--- src/inc/tpmc_pkg.sv ---
/*
  Shared constants of the transceiver power mode controller: timing,
  register offsets, field positions, reset values, commands and states.
  Assumes a 200 MHz clock and a 32-bit AXI4-Lite register bus.
*/
package tpmc_pkg;

  // Clock period and derived cycle counts.
  localparam int unsigned CLK_PERIOD_NS = 5;
  localparam int unsigned SLEEP_HOLD_NS = 50000;
  localparam int unsigned SLEEP_HOLD_CYC = (SLEEP_HOLD_NS + CLK_PERIOD_NS - 1) / CLK_PERIOD_NS;
  localparam int unsigned SETTLE_NS = 1000;
  localparam int unsigned SETTLE_CYC = (SETTLE_NS + CLK_PERIOD_NS - 1) / CLK_PERIOD_NS;
  localparam int unsigned TMR_W = 16;
  localparam int unsigned ADDR_W = 8;

  ////////////////////////////////////////////////////////////////////////////
  // Register offsets.
  localparam logic [7:0] REG_CTRL = 8'h00;
  localparam logic [7:0] REG_CMD = 8'h04;
  localparam logic [7:0] REG_STATUS = 8'h08;

  // Control fields and reset value.
  localparam int unsigned CTRL_AUTO_WAKE = 0;
  localparam logic [31:0] CTRL_RESET = 32'h0000_0001;

  // Status fields.
  localparam int unsigned ST_STATE_LO = 0;
  localparam int unsigned ST_ERR = 2;
  localparam int unsigned ST_RXD = 3;
  localparam int unsigned ST_REG_ON = 4;
  localparam int unsigned ST_WAKE = 5;
  localparam int unsigned ST_POR = 6;
  localparam int unsigned ST_BUSY = 7;

  // Mode commands written to the command register.
  localparam logic [1:0] CMD_NONE = 2'h0;
  localparam logic [1:0] CMD_NORMAL = 2'h1;
  localparam logic [1:0] CMD_POS = 2'h2;
  localparam logic [1:0] CMD_SLEEP = 2'h3;

  // Bus responses.
  localparam logic [1:0] RESP_OKAY = 2'h0;
  localparam logic [1:0] RESP_SLVERR = 2'h2;

  // Controller states.
  typedef enum logic [1:0] {
    S_POS,
    S_NORMAL,
    S_GOTO,
    S_SLEEP
  } tpmc_state_t;

endpackage

--- src/rtl/tpmc_axil_slave.sv ---
/*
  AXI4-Lite slave front end: takes address and data in either order,
  issues one write strobe, and answers reads one cycle after the address.
  Assumes the owner decodes addresses combinationally.
*/
`timescale 1ns/1ps
module tpmc_axil_slave #(
  parameter int unsigned AW = 8
) (
  input logic aclk,
  input logic aresetn,
  input logic awvalid,
  output logic awready,
  input logic [AW-1:0] awaddr,
  input logic wvalid,
  output logic wready,
  input logic [31:0] wdata,
  input logic [3:0] wstrb,
  output logic bvalid,
  input logic bready,
  output logic [1:0] bresp,
  input logic arvalid,
  output logic arready,
  input logic [AW-1:0] araddr,
  output logic rvalid,
  input logic rready,
  output logic [31:0] rdata,
  output logic [1:0] rresp,
  output logic wr_en,
  output logic [AW-1:0] wr_addr,
  output logic [31:0] wr_data,
  output logic [3:0] wr_strb,
  input logic wr_ok,
  output logic [AW-1:0] rd_addr,
  input logic [31:0] rd_data,
  input logic rd_ok
);
  import tpmc_pkg::*;

  logic aw_held;
  logic w_held;

  // Each channel is refused while its word waits or a response is open.
  assign awready = !aw_held && !bvalid;
  assign wready = !w_held && !bvalid;
  assign arready = !rvalid;
  assign wr_en = aw_held && w_held && !bvalid;
  assign rd_addr = araddr;

  // Address and data capture.
  always_ff @(posedge aclk) begin
    if (!aresetn) begin
      aw_held <= 1'b0;
      w_held <= 1'b0;
      wr_addr <= '0;
      wr_data <= 32'h0000_0000;
      wr_strb <= 4'h0;
    end else begin
      if (awvalid && awready) begin
        aw_held <= 1'b1;
        wr_addr <= awaddr;
      end else if (wr_en) begin
        aw_held <= 1'b0;
      end
      if (wvalid && wready) begin
        w_held <= 1'b1;
        wr_data <= wdata;
        wr_strb <= wstrb;
      end else if (wr_en) begin
        w_held <= 1'b0;
      end
    end
  end

  // Write response.
  always_ff @(posedge aclk) begin
    if (!aresetn) begin
      bvalid <= 1'b0;
      bresp <= RESP_OKAY;
    end else if (wr_en) begin
      bvalid <= 1'b1;
      bresp <= wr_ok ? RESP_OKAY : RESP_SLVERR;
    end else if (bready) begin
      bvalid <= 1'b0;
    end
  end

  // Read response; data are registered when the address is taken.
  always_ff @(posedge aclk) begin
    if (!aresetn) begin
      rvalid <= 1'b0;
      rdata <= 32'h0000_0000;
      rresp <= RESP_OKAY;
    end else if (arvalid && arready) begin
      rvalid <= 1'b1;
      rdata <= rd_ok ? rd_data : 32'h0000_0000;
      rresp <= rd_ok ? RESP_OKAY : RESP_SLVERR;
    end else if (rready) begin
      rvalid <= 1'b0;
    end
  end

endmodule

--- src/rtl/tpmc_host.sv ---
/*
  Host-side power mode controller for a fault-tolerant low-speed CAN
  transceiver. It drives the active-low standby control and enable pins,
  watches the fault/flag, receive and regulator turn-on pins, and reports
  to software over AXI4-Lite. Assumes the transceiver pins are synchronous
  to aclk and that the fault/flag and receive indications are active low.
*/
// The register addresses and the AXI4-Lite register port are this design's own decisions.
// What the document requires
// Pin pairs select normal, standby, goto-sleep, sleep.
// Device floats regulator output in sleep.
// Device switches low-line bias by mode.
// Standby equals sleep with regulator output high.
// Device routes flags to fault and receive pins.
// Device clears wake interrupt entering normal.
// Device clears power-on flag entering normal.
// Device filters local edge wake-ups.
// Remote wake needs long dominant frame phase.
// Device raises regulator output on wake-up.
// Only four events restore the regulator output.
// Host holds goto-sleep for the hold time.
// Sleep follows only a goto-sleep command.
// Device forces mode pins low on supply loss.
// Device flags battery power-on at first supply.
// Over-temperature disables only the transmitter.
// Low power modes keep partial failure detection.
// Host reads wake indication, then selects normal.
// Normal mode receive pin carries bus data.
// Normal mode fault pin shows wiring failures.
// Device synchronises pins, counts filter cycles.
// Sleep ignores mode pins until woken.
`timescale 1ns/1ps
module tpmc_host #(
  parameter int unsigned HOLD_CYC = tpmc_pkg::SLEEP_HOLD_CYC
) (
  input logic aclk,
  input logic aresetn,
  input logic awvalid,
  output logic awready,
  input logic [tpmc_pkg::ADDR_W-1:0] awaddr,
  input logic wvalid,
  output logic wready,
  input logic [31:0] wdata,
  input logic [3:0] wstrb,
  output logic bvalid,
  input logic bready,
  output logic [1:0] bresp,
  input logic arvalid,
  output logic arready,
  input logic [tpmc_pkg::ADDR_W-1:0] araddr,
  output logic rvalid,
  input logic rready,
  output logic [31:0] rdata,
  output logic [1:0] rresp,
  output logic stb_n,
  output logic en,
  input logic err_n,
  input logic rxd,
  input logic regulator_turn_on_out
);
  import tpmc_pkg::*;

  ////////////////////////////////////////////////////////////////////////////
  // Elaboration checks: the hold and settle counts must fit the timer.
  if (HOLD_CYC < 1 || HOLD_CYC >= (1 << TMR_W)) begin : g_bad_hold
    $error("HOLD_CYC does not fit the timer");
  end
  if (SETTLE_CYC >= (1 << TMR_W)) begin : g_bad_settle
    $error("SETTLE_CYC does not fit the timer");
  end

  // Decode of the mapped register offsets, shared by reads and writes.
  function automatic logic is_mapped(input logic [ADDR_W-1:0] a);
    return (a == REG_CTRL) || (a == REG_CMD) || (a == REG_STATUS);
  endfunction

  // Target state of an accepted mode command.
  function automatic tpmc_state_t cmd_state(input logic [1:0] c);
    if (c == CMD_NORMAL) begin
      return S_NORMAL;
    end else if (c == CMD_POS) begin
      return S_POS;
    end else begin
      return S_GOTO;
    end
  endfunction

  tpmc_state_t state;
  tpmc_state_t next_state;
  logic wr_en;
  logic [ADDR_W-1:0] wr_addr;
  logic [31:0] wr_data;
  logic [3:0] wr_strb;
  logic wr_ok;
  logic [ADDR_W-1:0] rd_addr;
  logic [31:0] rd_data;
  logic rd_ok;
  logic auto_wake;
  logic wake_seen;
  logic por_seen;
  logic settled;
  logic busy;
  logic cmd_go;
  logic [1:0] cmd;
  logic wake_evt;
  logic wake_clr;
  logic por_clr;
  logic tmr_load;
  logic [TMR_W-1:0] tmr_val;
  logic [TMR_W-1:0] goto_cnt;

  ////////////////////////////////////////////////////////////////////////////
  // Register bus front end.
  tpmc_axil_slave #(
    .AW(ADDR_W)
  ) u_bus (
    .aclk(aclk),
    .aresetn(aresetn),
    .awvalid(awvalid),
    .awready(awready),
    .awaddr(awaddr),
    .wvalid(wvalid),
    .wready(wready),
    .wdata(wdata),
    .wstrb(wstrb),
    .bvalid(bvalid),
    .bready(bready),
    .bresp(bresp),
    .arvalid(arvalid),
    .arready(arready),
    .araddr(araddr),
    .rvalid(rvalid),
    .rready(rready),
    .rdata(rdata),
    .rresp(rresp),
    .wr_en(wr_en),
    .wr_addr(wr_addr),
    .wr_data(wr_data),
    .wr_strb(wr_strb),
    .wr_ok(wr_ok),
    .rd_addr(rd_addr),
    .rd_data(rd_data),
    .rd_ok(rd_ok)
  );

  assign wr_ok = is_mapped(wr_addr);
  assign rd_ok = is_mapped(rd_addr);

  // Read multiplexer; the command register reads back as zero.
  always_comb begin
    rd_data = 32'h0000_0000;
    if (rd_addr == REG_CTRL) begin
      rd_data[CTRL_AUTO_WAKE] = auto_wake;
    end else if (rd_addr == REG_STATUS) begin
      rd_data[ST_STATE_LO +: 2] = state;
      rd_data[ST_ERR] = err_n;
      rd_data[ST_RXD] = rxd;
      rd_data[ST_REG_ON] = regulator_turn_on_out;
      rd_data[ST_WAKE] = wake_seen;
      rd_data[ST_POR] = por_seen;
      rd_data[ST_BUSY] = busy;
    end
  end

  // Control register: automatic return to normal on a wake-up from sleep.
  always_ff @(posedge aclk) begin
    if (!aresetn) begin
      auto_wake <= CTRL_RESET[CTRL_AUTO_WAKE];
    end else if (wr_en && wr_addr == REG_CTRL && wr_strb[0]) begin
      auto_wake <= wr_data[CTRL_AUTO_WAKE];
    end
  end

  ////////////////////////////////////////////////////////////////////////////
  // Mode commands. A command during a hold or settle wait is dropped,
  // which keeps the goto-sleep pair from being cut short.
  assign busy = (state == S_GOTO) || !settled;
  assign cmd = wr_data[1:0];
  assign cmd_go = wr_en && wr_addr == REG_CMD && wr_strb[0] && !busy && cmd != CMD_NONE;

  // Wake indications are only trusted once the pins have settled.
  always_comb begin
    wake_evt = 1'b0;
    if (settled && state == S_SLEEP) begin
      wake_evt = !rxd || !err_n;
    end else if (settled && state == S_POS) begin
      wake_evt = !rxd;
    end
  end

  // Next state.
  always_comb begin
    next_state = state;
    case (state)
      S_POS, S_NORMAL: begin
        if (cmd_go) begin
          next_state = cmd_state(cmd);
        end
      end
      S_GOTO: begin
        if (settled) begin
          next_state = S_SLEEP;
        end
      end
      S_SLEEP: begin
        if (wake_evt && auto_wake) begin
          next_state = S_NORMAL;
        end else if (cmd_go && cmd != CMD_SLEEP) begin
          next_state = cmd_state(cmd);
        end
      end
      default: begin
        next_state = S_POS;
      end
    endcase
  end

  // State register; reset starts in power-on standby to read the flag.
  always_ff @(posedge aclk) begin
    if (!aresetn) begin
      state <= S_POS;
    end else begin
      state <= next_state;
    end
  end

  // Mode pins follow the next state so they change with the state.
  always_ff @(posedge aclk) begin
    if (!aresetn) begin
      stb_n <= 1'b1;
      en <= 1'b0;
    end else begin
      stb_n <= (next_state == S_POS) || (next_state == S_NORMAL);
      en <= (next_state == S_NORMAL) || (next_state == S_GOTO);
    end
  end

  ////////////////////////////////////////////////////////////////////////////
  // One timer serves both waits: the goto-sleep hold and the settle time
  // after any other mode change.
  assign tmr_load = (next_state != state);
  assign tmr_val = (next_state == S_GOTO) ? TMR_W'(HOLD_CYC) : TMR_W'(SETTLE_CYC);

  tpmc_timer #(
    .WIDTH(TMR_W),
    .RESET_VAL(TMR_W'(SETTLE_CYC))
  ) u_timer (
    .aclk(aclk),
    .aresetn(aresetn),
    .load(tmr_load),
    .load_val(tmr_val),
    .done(settled)
  );

  // Sticky indications; a new event wins over a clear in the same cycle.
  assign wake_clr = wr_en && wr_addr == REG_STATUS && wr_strb[0] && wr_data[ST_WAKE];
  assign por_clr = wr_en && wr_addr == REG_STATUS && wr_strb[0] && wr_data[ST_POR];

  always_ff @(posedge aclk) begin
    if (!aresetn) begin
      wake_seen <= 1'b0;
    end else if (wake_evt) begin
      wake_seen <= 1'b1;
    end else if (wake_clr) begin
      wake_seen <= 1'b0;
    end
  end

  // The power-on flag shows on the fault pin only in power-on standby.
  always_ff @(posedge aclk) begin
    if (!aresetn) begin
      por_seen <= 1'b0;
    end else if (state == S_POS && settled && !err_n) begin
      por_seen <= 1'b1;
    end else if (por_clr) begin
      por_seen <= 1'b0;
    end
  end

  ////////////////////////////////////////////////////////////////////////////
  // Checking helper: cycles for which the goto-sleep pair has stood.
  always_ff @(posedge aclk) begin
    if (!aresetn) begin
      goto_cnt <= '0;
    end else if (stb_n || !en) begin
      goto_cnt <= '0;
    end else if (goto_cnt != '1) begin
      goto_cnt <= goto_cnt + 1'b1;
    end
  end

  chk_goto_hold_time: assert property (@(posedge aclk) disable iff (!aresetn)
    (!stb_n && $fell(en)) |-> (goto_cnt >= HOLD_CYC))
    else $error("goto-sleep pair released before the hold time");

  chk_sleep_via_goto: assert property (@(posedge aclk) disable iff (!aresetn)
    (!stb_n && !en && $changed(en)) |-> $past(!stb_n))
    else $error("sleep pair entered without goto-sleep");

  chk_normal_cmd_pins: assert property (@(posedge aclk) disable iff (!aresetn)
    (cmd_go && cmd == CMD_NORMAL) |=> (stb_n && en) ##1 (stb_n && en))
    else $error("normal command did not drive both pins high");

  chk_wake_to_normal: assert property (@(posedge aclk) disable iff (!aresetn)
    (wake_evt && auto_wake && state == S_SLEEP) |=> (stb_n && en && wake_seen))
    else $error("wake-up did not return the device to normal");

  chk_wake_sticky: assert property (@(posedge aclk) disable iff (!aresetn)
    wake_evt |=> wake_seen)
    else $error("wake indication was lost");

endmodule

--- src/rtl/tpmc_timer.sv ---
/*
  Down counter used for the goto-sleep hold and pin settle waits.
  Assumes load is a one-cycle pulse from the owning state machine.
*/
`timescale 1ns/1ps
module tpmc_timer #(
  parameter int unsigned WIDTH = 16,
  parameter logic [WIDTH-1:0] RESET_VAL = '0
) (
  input logic aclk,
  input logic aresetn,
  input logic load,
  input logic [WIDTH-1:0] load_val,
  output logic done
);

  logic [WIDTH-1:0] count;

  // Reload on request, else count down and rest at zero.
  always_ff @(posedge aclk) begin
    if (!aresetn) begin
      count <= RESET_VAL;
    end else if (load) begin
      count <= load_val;
    end else if (count != '0) begin
      count <= count - 1'b1;
    end
  end

  assign done = (count == '0);

endmodule

--- config.mk ---
export PLATFORM = sky130hd
export DESIGN_NAME = tpmc_host
export DESIGN_NICKNAME = d
export VERILOG_FILES = /design/src/inc/tpmc_pkg.sv /design/src/rtl/tpmc_axil_slave.sv /design/src/rtl/tpmc_host.sv /design/src/rtl/tpmc_timer.sv
export SDC_FILE = /design/constraint.sdc
export NUM_CORES = 1
export LEC_CHECK = 0
export BUFFER_PORTS_ARGS = -buffer_cell sky130_fd_sc_hd__buf_2
export CORE_MARGIN = 8
export CORE_UTILIZATION = 50
export CTS_BUF_LIST = sky130_fd_sc_hd__clkbuf_2 sky130_fd_sc_hd__clkbuf_4 sky130_fd_sc_hd__clkbuf_8
export DETAILED_ROUTE_END_ITERATION = 10
export GPL_TIMING_DRIVEN = 0
export PLACE_DENSITY = 0.75
export SETUP_SLACK_MARGIN = 0.02
export SLEW_MARGIN = 20
export SYNTH_ARGS = -nofsm -noshare
export SYNTH_HDL_FRONTEND = slang
export SYNTH_HIERARCHICAL = 1
export SYNTH_SLANG_ARGS = --single-unit
--- constraint.sdc ---
create_clock -name aclk -period 4.8 [get_ports aclk]
set_clock_uncertainty 0.15 [all_clocks]
set_input_delay 0.48 -clock aclk [delete_from_list [all_inputs] [get_ports aclk]]
set_output_delay 0.48 -clock aclk [all_outputs]
set_load 0.05 [all_outputs]
=== Yosys cells after proc, flatten, opt, wreduce, memory -nomap -nowiden ===
Index checks and enable logic that the tools add are counted.

* Latch bits: 0
* Bits in read-only memories: 0
* Output and inout bits: 43
* Bits in writable memories: 0
* Flip-flop bits (word level): 79
* Memories kept: 0

* Shift-type cells: 0
* Eq/ne operators: 13
* Multipliers: 0
* Bitwise operators: 0
* Reduce and logical (&&, ||, !) cells: 53
* Magnitude comparators: 0
* Add/sub/neg operators: 1
* Divide/modulo/power cells: 0
* Muxes and demuxes: 29

{| class="wikitable"
|+ Operators by type and width
! kind !! number
|-
| 2-to-1 mux 16 bit || 2
|-
| logical AND 1 bit || 22
|-
| equality test 8 x 3 -> 1 bit, second input constant || 2
|-
| equality test 8 x 4 -> 1 bit, second input constant || 2
|-
| logical NOT 16 bit || 1
|-
| logical NOT 8 bit || 2
|-
| 2-to-1 mux 2 bit || 8
|-
| 2-to-1 mux 8 bit || 2
|-
| nonzero test 16 bit || 1
|-
| nonzero test 2 bit || 8
|-
| subtractor 16 x 1 -> 16 bit, second input constant || 1
|-
| 2-to-1 mux 1 bit || 14
|-
| 2-to-1 mux 14 bit || 1
|-
| equality test 2 bit, second input constant || 4
|-
| logical NOT 1 bit || 8
|-
| logical OR 1 bit || 8
|-
| 2-to-1 mux 7 bit || 1
|-
| equality test 2 x 1 -> 1 bit, second input constant || 3
|-
| case mux 2 bit (3 select lines) || 1
|-
| logical NOT 2 bit || 2
|-
| inequality test 2 bit || 1
|-
| inequality test 2 bit, second input constant || 1
|-
| OR reduction 2 bit || 1
|}

=== Longest topological paths before layout ===
Gate-level depths: netlist of the first run.

* Word-level depth: 13
* Gate-level depth with buffers: 14

=== By module ===
The synthesis of the first run kept the hierarchy.

{| class="wikitable"
|+ Modules (own cells, without submodules)
! module !! area each (µm²) !! seq. area each (µm²) !! times used !! cells each
|-
| tpmc_axil_slave || 3185.6 || 1641.6 || 1 || 377
|-
| tpmc_timer || 958.4 || 320.3 || 1 || 105
|-
| tpmc_host || 635.6 || 140.1 || 1 || 83
|}

=== Worst setup path after synthesis of the first run ===
OpenSTA, ideal clock, no wires.

* Kind: register to register
* Start: register u_timer.count[0]
* End: register u_timer.count[14]
* Buffers on the path: 1
* Path slack: 1.389 ns
* Period minus slack after synthesis: 3.411 ns
* Setup time: 0.122 ns
* Arrival time: 3.139 ns
* Stages on the path, launching flop included: 15
* Cells stage by stage: dfxtp_1 -> inv_1 -> ha_1 -> nor3b_4 -> nand4b_4 -> nor4b_4 -> nand4_1 -> o21a_1 -> a211o_1 -> and2_4 -> mux2i_1 -> clkbuf_1 -> inv_1 -> o21ai_0 -> a21oi_1

* Word-level cells in the longest chain between the ends: 12
* Elaborated cells on any way between the ends: 23

{| class="wikitable"
|+ RTL lines
! element !! line !! source
|-
| start: declaration || tpmc_timer.sv:17 || <nowiki>logic [WIDTH-1:0] count;</nowiki>
|-
| start signal: assignment || tpmc_timer.sv:24 || <nowiki>count <= load_val;</nowiki>
|-
| start signal: assignment || tpmc_timer.sv:26 || <nowiki>count <= count - 1'b1;</nowiki>
|-
| logical NOT 16 bit * || tpmc_timer.sv:30 || <nowiki>assign done = (count == '0);</nowiki>
|-
| net settled || tpmc_host.sv:101 || <nowiki>logic settled;</nowiki>
|-
| logical NOT 1 bit || tpmc_host.sv:177 || <nowiki>assign busy = (state == S_GOTO) || !settled;</nowiki>
|-
| logical OR 1 bit || tpmc_host.sv:177 ||
|-
| logical NOT 1 bit || tpmc_host.sv:179 || <nowiki>assign cmd_go = wr_en && wr_addr == REG_CMD && wr_strb[0] && !busy && cmd != CMD_NONE;</nowiki>
|-
| logical AND 1 bit (2 in a row) || tpmc_host.sv:179 ||
|-
| logical AND 1 bit || tpmc_host.sv:208 || <nowiki>end else if (cmd_go && cmd != CMD_SLEEP) begin</nowiki>
|-
| 2-to-1 mux 2 bit || tpmc_host.sv:208 ||
|-
| 2-to-1 mux 2 bit || tpmc_host.sv:206 || <nowiki>if (wake_evt && auto_wake) begin</nowiki>
|-
| case mux 2 bit (3 select lines) * || tpmc_host.sv:194 || <nowiki>case (state)</nowiki>
|-
| net next_state[0] || tpmc_host.sv:89 || <nowiki>tpmc_state_t next_state;</nowiki>
|-
| inequality test 2 bit * || tpmc_host.sv:241 || <nowiki>assign tmr_load = (next_state != state);</nowiki>
|-
| net tmr_load || tpmc_host.sv:108 || <nowiki>logic tmr_load;</nowiki>
|-
| 2-to-1 mux 16 bit / nonzero test 2 bit (equally long branches) || - ||
|}

The timed path passes the listed nets; every way through them passes the cells marked *. The select of a mux whose other input is x is not followed.
A chain may end at the register's enable or synchronous reset.

=== Worst setup path in the final report of the first run ===
* Start: register u_timer.count[0]
* End: register u_timer.count[0]

Same word-level chain as after synthesis.

==> results of run 1 <==
[stage by stage]
stage,total power [mW],utilization (%),instances,hold slack (ns)
floorplan,0.796,-,470,0.286
global placement,0.832,59.1,632,0.297
detailed placement,0.837,59.1,632,0.306
CTS,1.26,61.5,648,0.189
global route,1.31,61.5,648,0.208
finish,1.25,61.5,648,0.204
[state kept, by name, summed over array words and instances (netlist names)]
name           cells
auto_wake          1
en                 1
por_seen           1
state              2
stb_n              1
u_bus/aw_held      1
u_bus/bresp        1
u_bus/bvalid       1
u_bus/rdata       32
u_bus/rresp        1
u_bus/rvalid       1
u_bus/w_held       1
u_bus/wr_addr      8
u_bus/wr_data      4
u_bus/wr_strb      1
u_timer/count     16
wake_seen          1
[final timing paths]
path | to
max | u_timer/count[0]
min reg2reg | u_bus/wr_data[5]
min | u_bus/wr_addr[5]
max reg2reg | u_timer/count[0]
[power groups by stage]
stage,clock network (mW),registers (mW),logic [mW]
detailed placement,0,0.673,0.163
CTS,0.442,0.659,0.164
finish,0.428,0.659,0.163
global placement,0,0.672,0.159
global route,0.463,0.662,0.181
floorplan,0,0.678,0.118
[routing by layer]
metal | vias up | part of all wire (%) | track usage (%)
met1 | 1458 | 46 | 21.0
met3 | 9 | 6.7 | 4.09
met2 | 86 | 46 | 26.2
li1 | 1667 | - | -
met5 | - | 0 | 0
met4 | 0 | 1.2 | 7.00
[critical path, cell delays in order (launching register included)]
cell	delay, ns
dfxtp_1	0.36
inv_1	0.09
ha_1	0.18
nor3b_4	0.42
nand4b_4	0.18
nor4b_4	0.50
nand4_1	0.26
o21a_1	0.23
a211o_1	0.29
and2_4	0.18
mux2i_1	0.29
clkbuf_1	0.36
inv_1	0.18
nand4_1	0.13
o211ai_1	0.09
[cells in the final DEF (no fill, tap or decap), types with 9 or more instances in the layout]
cell and count:
inv_1 12, buf_2 75, buf_4 11, o21ai_0 14
conb_1 34, xor2_1 9, nand3_1 55, nand2_1 66
a21boi_0 33, clkbuf_8 10, o21ai_1 9, dfxtp_1 74
nor2_1 20, clkbuf_1 14
[layout make-up]
type	count	area (um2)	area share (%)
buffer	46	254	5.72
clock buffer	11	145	3.27
clock inverter	5	30.0	0.676
inverter	12	45.0	1.01
multi-input combinational	338	2040	46.1
sequential	74	1480	33.4
tap	99	124	2.79
timing repair buffer	63	315	7.10
==> flow_metrics.env, run 1 <==
export IMPL_status="complete, no violations"
export IMPL_reg2reg_depth=14
export IMPL_die_area_um2=10400
export IMPL_synth_area_per_cell_um2=8.46
export IMPL_drt_antenna_violating_nets=0
export IMPL_slew_violations=0
export IMPL_end_kind="flip-flop"
export IMPL_grt_pass1_vias=3164
export IMPL_max_cap_viol_count=0
export IMPL_finalHoldViolations=0
export IMPL_track_usage_pct=16.6
export IMPL_seqPwrFrac_pct=52.7
export IMPL_place_congestion=0.779
export IMPL_diodes=0
export IMPL_clock_sinks=74
export IMPL_die_y_um=102
export IMPL_worst_slew_pin_slew_ns=0.576
export IMPL_top_level_ports=105
export IMPL_antenna_found_initial=0
export IMPL_drt_iter0_markers=193
export IMPL_place_area_um2=4260
export IMPL_pre_cts_ws_ns=0.806
export IMPL_grt_ovfl_total=0
export IMPL_grt_max_degree=13
export IMPL_internal_power_mw=0.905
export IMPL_vdd_ir_drop_max_mv=0.164
export IMPL_vias_per_cell=4.97
export IMPL_timing_rr_start="u_timer/count[0]"
export IMPL_layout_nets=614
export IMPL_worstPathMaxFanout=10
export IMPL_firstDrtPassIters=5
export IMPL_holdBufCountCts=0
export IMPL_max_freq_mhz=250
export IMPL_finish_instance_area_um2=4440
export IMPL_cts_tree="done"
export IMPL_worstHoldStart="awaddr[5]"
export IMPL_period_share_pct=83.4
export IMPL_ctsResizeCount=0
export IMPL_fillers=698
export IMPL_crit_start="u_timer/count[0]"
export IMPL_p_comb_share_pct=13.1
export IMPL_num_rows=31
export IMPL_syn_inst=438
export IMPL_timing_final_ws_setup_ns=0.799
export IMPL_via_count=3220
export IMPL_synthToLayoutAreaGrowth_pct=19.8
export IMPL_grt_pass1_wl_mm=14.0
export IMPL_netlist_area_um2=3700
export IMPL_hold_path_class="in2reg"
export IMPL_power_density_nw_per_um2=282
export IMPL_cts_buffers=9
export IMPL_path_clk_slew_ns=0.07
export IMPL_h_tree_depth=3
export IMPL_clockBufferDepth=2
export IMPL_start_util_pct=51.4
export IMPL_dieWidth_um=102
export IMPL_io_buffers=63
export IMPL_ys_warn_count=6
export IMPL_worstPathRequired_ns=4.87
export IMPL_cts_root_buf="clkbuf_8"
export IMPL_drc=0
export IMPL_holdPathStages=3
export IMPL_p_sw_mw=0.346
export IMPL_routed_wl_mm=8.25
export IMPL_core_area_um2=7210
export IMPL_layout_min_cycle_time_ns=4.00
export IMPL_clkPwrFrac_pct=34.2
export IMPL_reg2reg_slack_ns=0.80
export IMPL_swShare_pct=27.6
export IMPL_final_layout_size_suffix_gt1_share_pct=22.2
export IMPL_post_cts_repair_setup_buffers=0
export IMPL_slew_headroom_pct=61.5
export IMPL_post_dp_hpwl_mm=6.26
export IMPL_setup_viol=0
export IMPL_start_kind="flip-flop"
export IMPL_worstPathArrival_ns=4.07
export IMPL_p_leak_nw=1.87
export IMPL_insertion_delay_ns=0.34
export IMPL_wl_per_cell_um=12.7
export IMPL_rsz0062_at_grt="no"
export IMPL_crit_type="reg2reg"
export IMPL_tns_ns=0
No activity file was read; power rests on OpenSTA's default activity.
==> inputs of run 2 (changes only) <==
--- a/config.mk
+++ b/config.mk
@@ -5,13 +5,14 @@
 export SDC_FILE = /design/constraint.sdc
 export NUM_CORES = 1
 export LEC_CHECK = 0
+export ABC_AREA = 1
 export BUFFER_PORTS_ARGS = -buffer_cell sky130_fd_sc_hd__buf_2
 export CORE_MARGIN = 8
 export CORE_UTILIZATION = 50
 export CTS_BUF_LIST = sky130_fd_sc_hd__clkbuf_2 sky130_fd_sc_hd__clkbuf_4 sky130_fd_sc_hd__clkbuf_8
 export DETAILED_ROUTE_END_ITERATION = 10
 export GPL_TIMING_DRIVEN = 0
-export PLACE_DENSITY = 0.75
+export PLACE_DENSITY = 0.77
 export SETUP_SLACK_MARGIN = 0.02
 export SLEW_MARGIN = 20
 export SYNTH_ARGS = -nofsm -noshare
==> constraint.sdc (replaced) <==
create_clock -name aclk -period 3.46 [get_ports aclk]
set_clock_uncertainty 0.15 [all_clocks]
set_input_delay 0.346 -clock aclk [delete_from_list [all_inputs] [get_ports aclk]]
set_output_delay 0.346 -clock aclk [all_outputs]
set_load 0.05 [all_outputs]
==> run 2 against run 1 <==
Effect of this change:
- utilization hardly changed
- cell area grew 14%
- largest cell class unchanged
- combinational power grew to 2.9 times the previous value
- non-clock buffer count unchanged
- count of clock-buffer cells in the layout down 2
- highest routed layer unchanged
- final cell count rose by 37%
- flip-flop and latch count did not move
==> flow_metrics.env, run 2 <==
export IMPL_status="complete, no violations"
export IMPL_holdPathStages=2
export IMPL_core_area_um2=8260
export IMPL_syn_inst=672
export IMPL_top_level_ports=105
export IMPL_clkPwrFrac_pct=34.1
export IMPL_worstPathMaxFanout=10
export IMPL_swShare_pct=32.2
export IMPL_timing_rr_start="u_timer/count[0]"
export IMPL_hold_path_class="in2reg"
export IMPL_slowest_stage="dfxtp_1"
export IMPL_wl_per_cell_um=11.3
export IMPL_whs_ns=0.0964
export IMPL_die_y_um=108
export IMPL_final_util_pct=61.5
export IMPL_worstHoldStart="aresetn"
export IMPL_synth_area_per_cell_um2=6.34
export IMPL_insertion_delay_ns=0.35
export IMPL_max_cap_viol_count=0
export IMPL_finalHoldViolations=0
export IMPL_grt_ovfl_total=0
export IMPL_pre_cts_ws_ns=-0.294
export IMPL_reg_top3="u_bus/rdata x32, u_timer/count x16, u_bus/wr_addr x8"
export IMPL_drt_antenna_violating_nets=0
export IMPL_drc=0
export IMPL_diodes=0
export IMPL_p_leak_nw=2.69
export IMPL_antenna_found_initial=0
export IMPL_dieWidth_um=108
export IMPL_track_usage_pct=17.5
export IMPL_layout_commonest_cell="nand2_1"
export IMPL_via_count=4149
export IMPL_ys_warn_count=6
export IMPL_cts_tree="done"
export IMPL_timing_final_ws_setup_ns=0.239
export IMPL_post_dp_hpwl_mm=7.73
export IMPL_vias_per_cell=4.68
export IMPL_period_share_pct=93.1
export IMPL_largest_reg_flops=32
export IMPL_min_to="u_timer/count[6]"
export IMPL_path_clk_slew_ns=0.08
export IMPL_vdd_ir_drop_max_mv=0.213
export IMPL_grt_pass1_vias=4053
export IMPL_tns_ns=0
export IMPL_path_cells="inv_1, ha_1, nand2_1, nor2_4, nand4_1, nor3_4, buf_4, nand4_1, nand2_1, nand2_1, nand3_1, nand3_2, nand2_1, nand3_4, clkinvlp_4, buf_4, nand3_1, nand3_1, nor2_1"
export IMPL_layout_min_cycle_time_ns=3.22
export IMPL_layout_nets=848
export IMPL_num_rows=33
export IMPL_clockBufferDepth=2
export IMPL_end_kind="flip-flop"
export IMPL_internal_power_mw=1.46
export IMPL_slew_headroom_pct=63.8
export IMPL_crit_type="reg2reg"
export IMPL_power_density_nw_per_um2=424
export IMPL_crit_top_cell="nand2_1"
export IMPL_max_freq_mhz=310
export IMPL_p_comb_share_pct=21.7
export IMPL_worst_slew_pin_slew_ns=0.543
export IMPL_netlist_area_um2=4260
export IMPL_reg2reg_slack_ns=0.24
export IMPL_grt_pass1_wl_mm=17.0
export IMPL_top_register="u_bus/rdata"
export IMPL_io_buffers=61
export IMPL_cts_buffers=9
export IMPL_seqPwrFrac_pct=44.2
export IMPL_worstPathRequired_ns=3.53
export IMPL_place_congestion=0.922
export IMPL_cpPeakStageDelay_ns=0.33
export IMPL_clock_sinks=74
export IMPL_worstPathArrival_ns=3.29
export IMPL_grt_max_degree=14
export IMPL_h_tree_depth=3
export IMPL_final_layout_size_suffix_gt1_share_pct=20.2
export IMPL_drt_iter0_markers=225
export IMPL_setup_viol=0
export IMPL_firstDrtPassIters=5
export IMPL_cts_root_buf="clkbuf_8"
export IMPL_layout_common_cells="215 x nand2_1, 99 x nor2_1, 86 x inv_1"
export IMPL_routed_wl_mm=10.0
export IMPL_start_util_pct=51.6
export IMPL_worstReg2RegEnd="u_timer/count[12]"
export IMPL_start_kind="flip-flop"
export IMPL_slew_violations=0
export IMPL_p_sw_mw=0.693
export IMPL_die_area_um2=11700
export IMPL_fillers=809
export IMPL_rsz0062_at_grt="no"
export IMPL_synthToLayoutAreaGrowth_pct=19.2
export IMPL_reg2reg_depth=19
## run 2: timing repair
item	CTS	global route
gates resized for setup	3	5
endpoints found under the setup margin	16	16
setup buffers	1	2
pin swaps	1	2
hold buffers	0	0
## run 2: metrics by stage
stage | instance area (um2) | std cells | power, mW
3_5_place_dp | 4820 | 870 | 1.43
2_1_floorplan | 4380 | 704 | 1.33
5_1_grt | 5080 | 887 | 2.26
3_3_place_gp | 4820 | 870 | 1.42
4_1_cts | 5050 | 886 | 2.17
6_report | 5080 | 887 | 2.15
## run 2: worst max-delay path: cells and delay by family, from the launching register on
family | cells | cell delay (ns)
fa+ha+maj | 1 | 0.23
buf+inv | 4 | 0.66
flops | 1 | 0.33
simple gates | 14 | 1.72
## run 2: worst max-delay path by stage
stage | from | end | slack, ns | cells after the start
floorplan | u_timer/count[0] | u_timer/count[12] | 0.39 | 19
CTS | u_timer/count[0] | u_timer/count[12] | 0.07 | 19
finish | u_timer/count[0] | u_timer/count[12] | 0.24 | 19
global placement | u_timer/count[0] | u_timer/count[12] | -0.27 | 19
detailed placement | u_timer/count[0] | u_timer/count[12] | -0.29 | 19
global route | u_timer/count[0] | u_timer/count[12] | 0.004 | 19
## run 2: final cells by class
cell class / count / area [um2] / share of cell area [%]
tap: 105 / 131 / 2.59
buffer: 45 / 278 / 5.47
clock buffer: 9 / 124 / 2.44
inverter: 95 / 374 / 7.36
sequential: 74 / 1480 / 29.2
timing repair buffer: 64 / 328 / 6.45
clock inverter: 6 / 90.1 / 1.77
multi-input combinational: 489 / 2270 / 44.8
## run 2: metal layers
| metal | track usage [%] | wire length, um | vias up |
|---|---|---|---|
| li1 | - | - | 2190 |
| met1 | 21.3 | 4600 | 1849 |
| met2 | 29.5 | 4740 | 100 |
| met3 | 3.27 | 572 | 10 |
| met4 | 7.23 | 117 | 0 |
| met5 | 0 | 0 | - |
## run 2: power by group through the flow
stage,clock (mW),sequential [mW],combinational (mW)
final,0.733,0.952,0.467
after global routing,0.782,0.960,0.518
after CTS,0.749,0.951,0.466
after detailed placement,0,0.971,0.464
after global placement,0,0.968,0.453
after floorplan,0,1.06,0.274
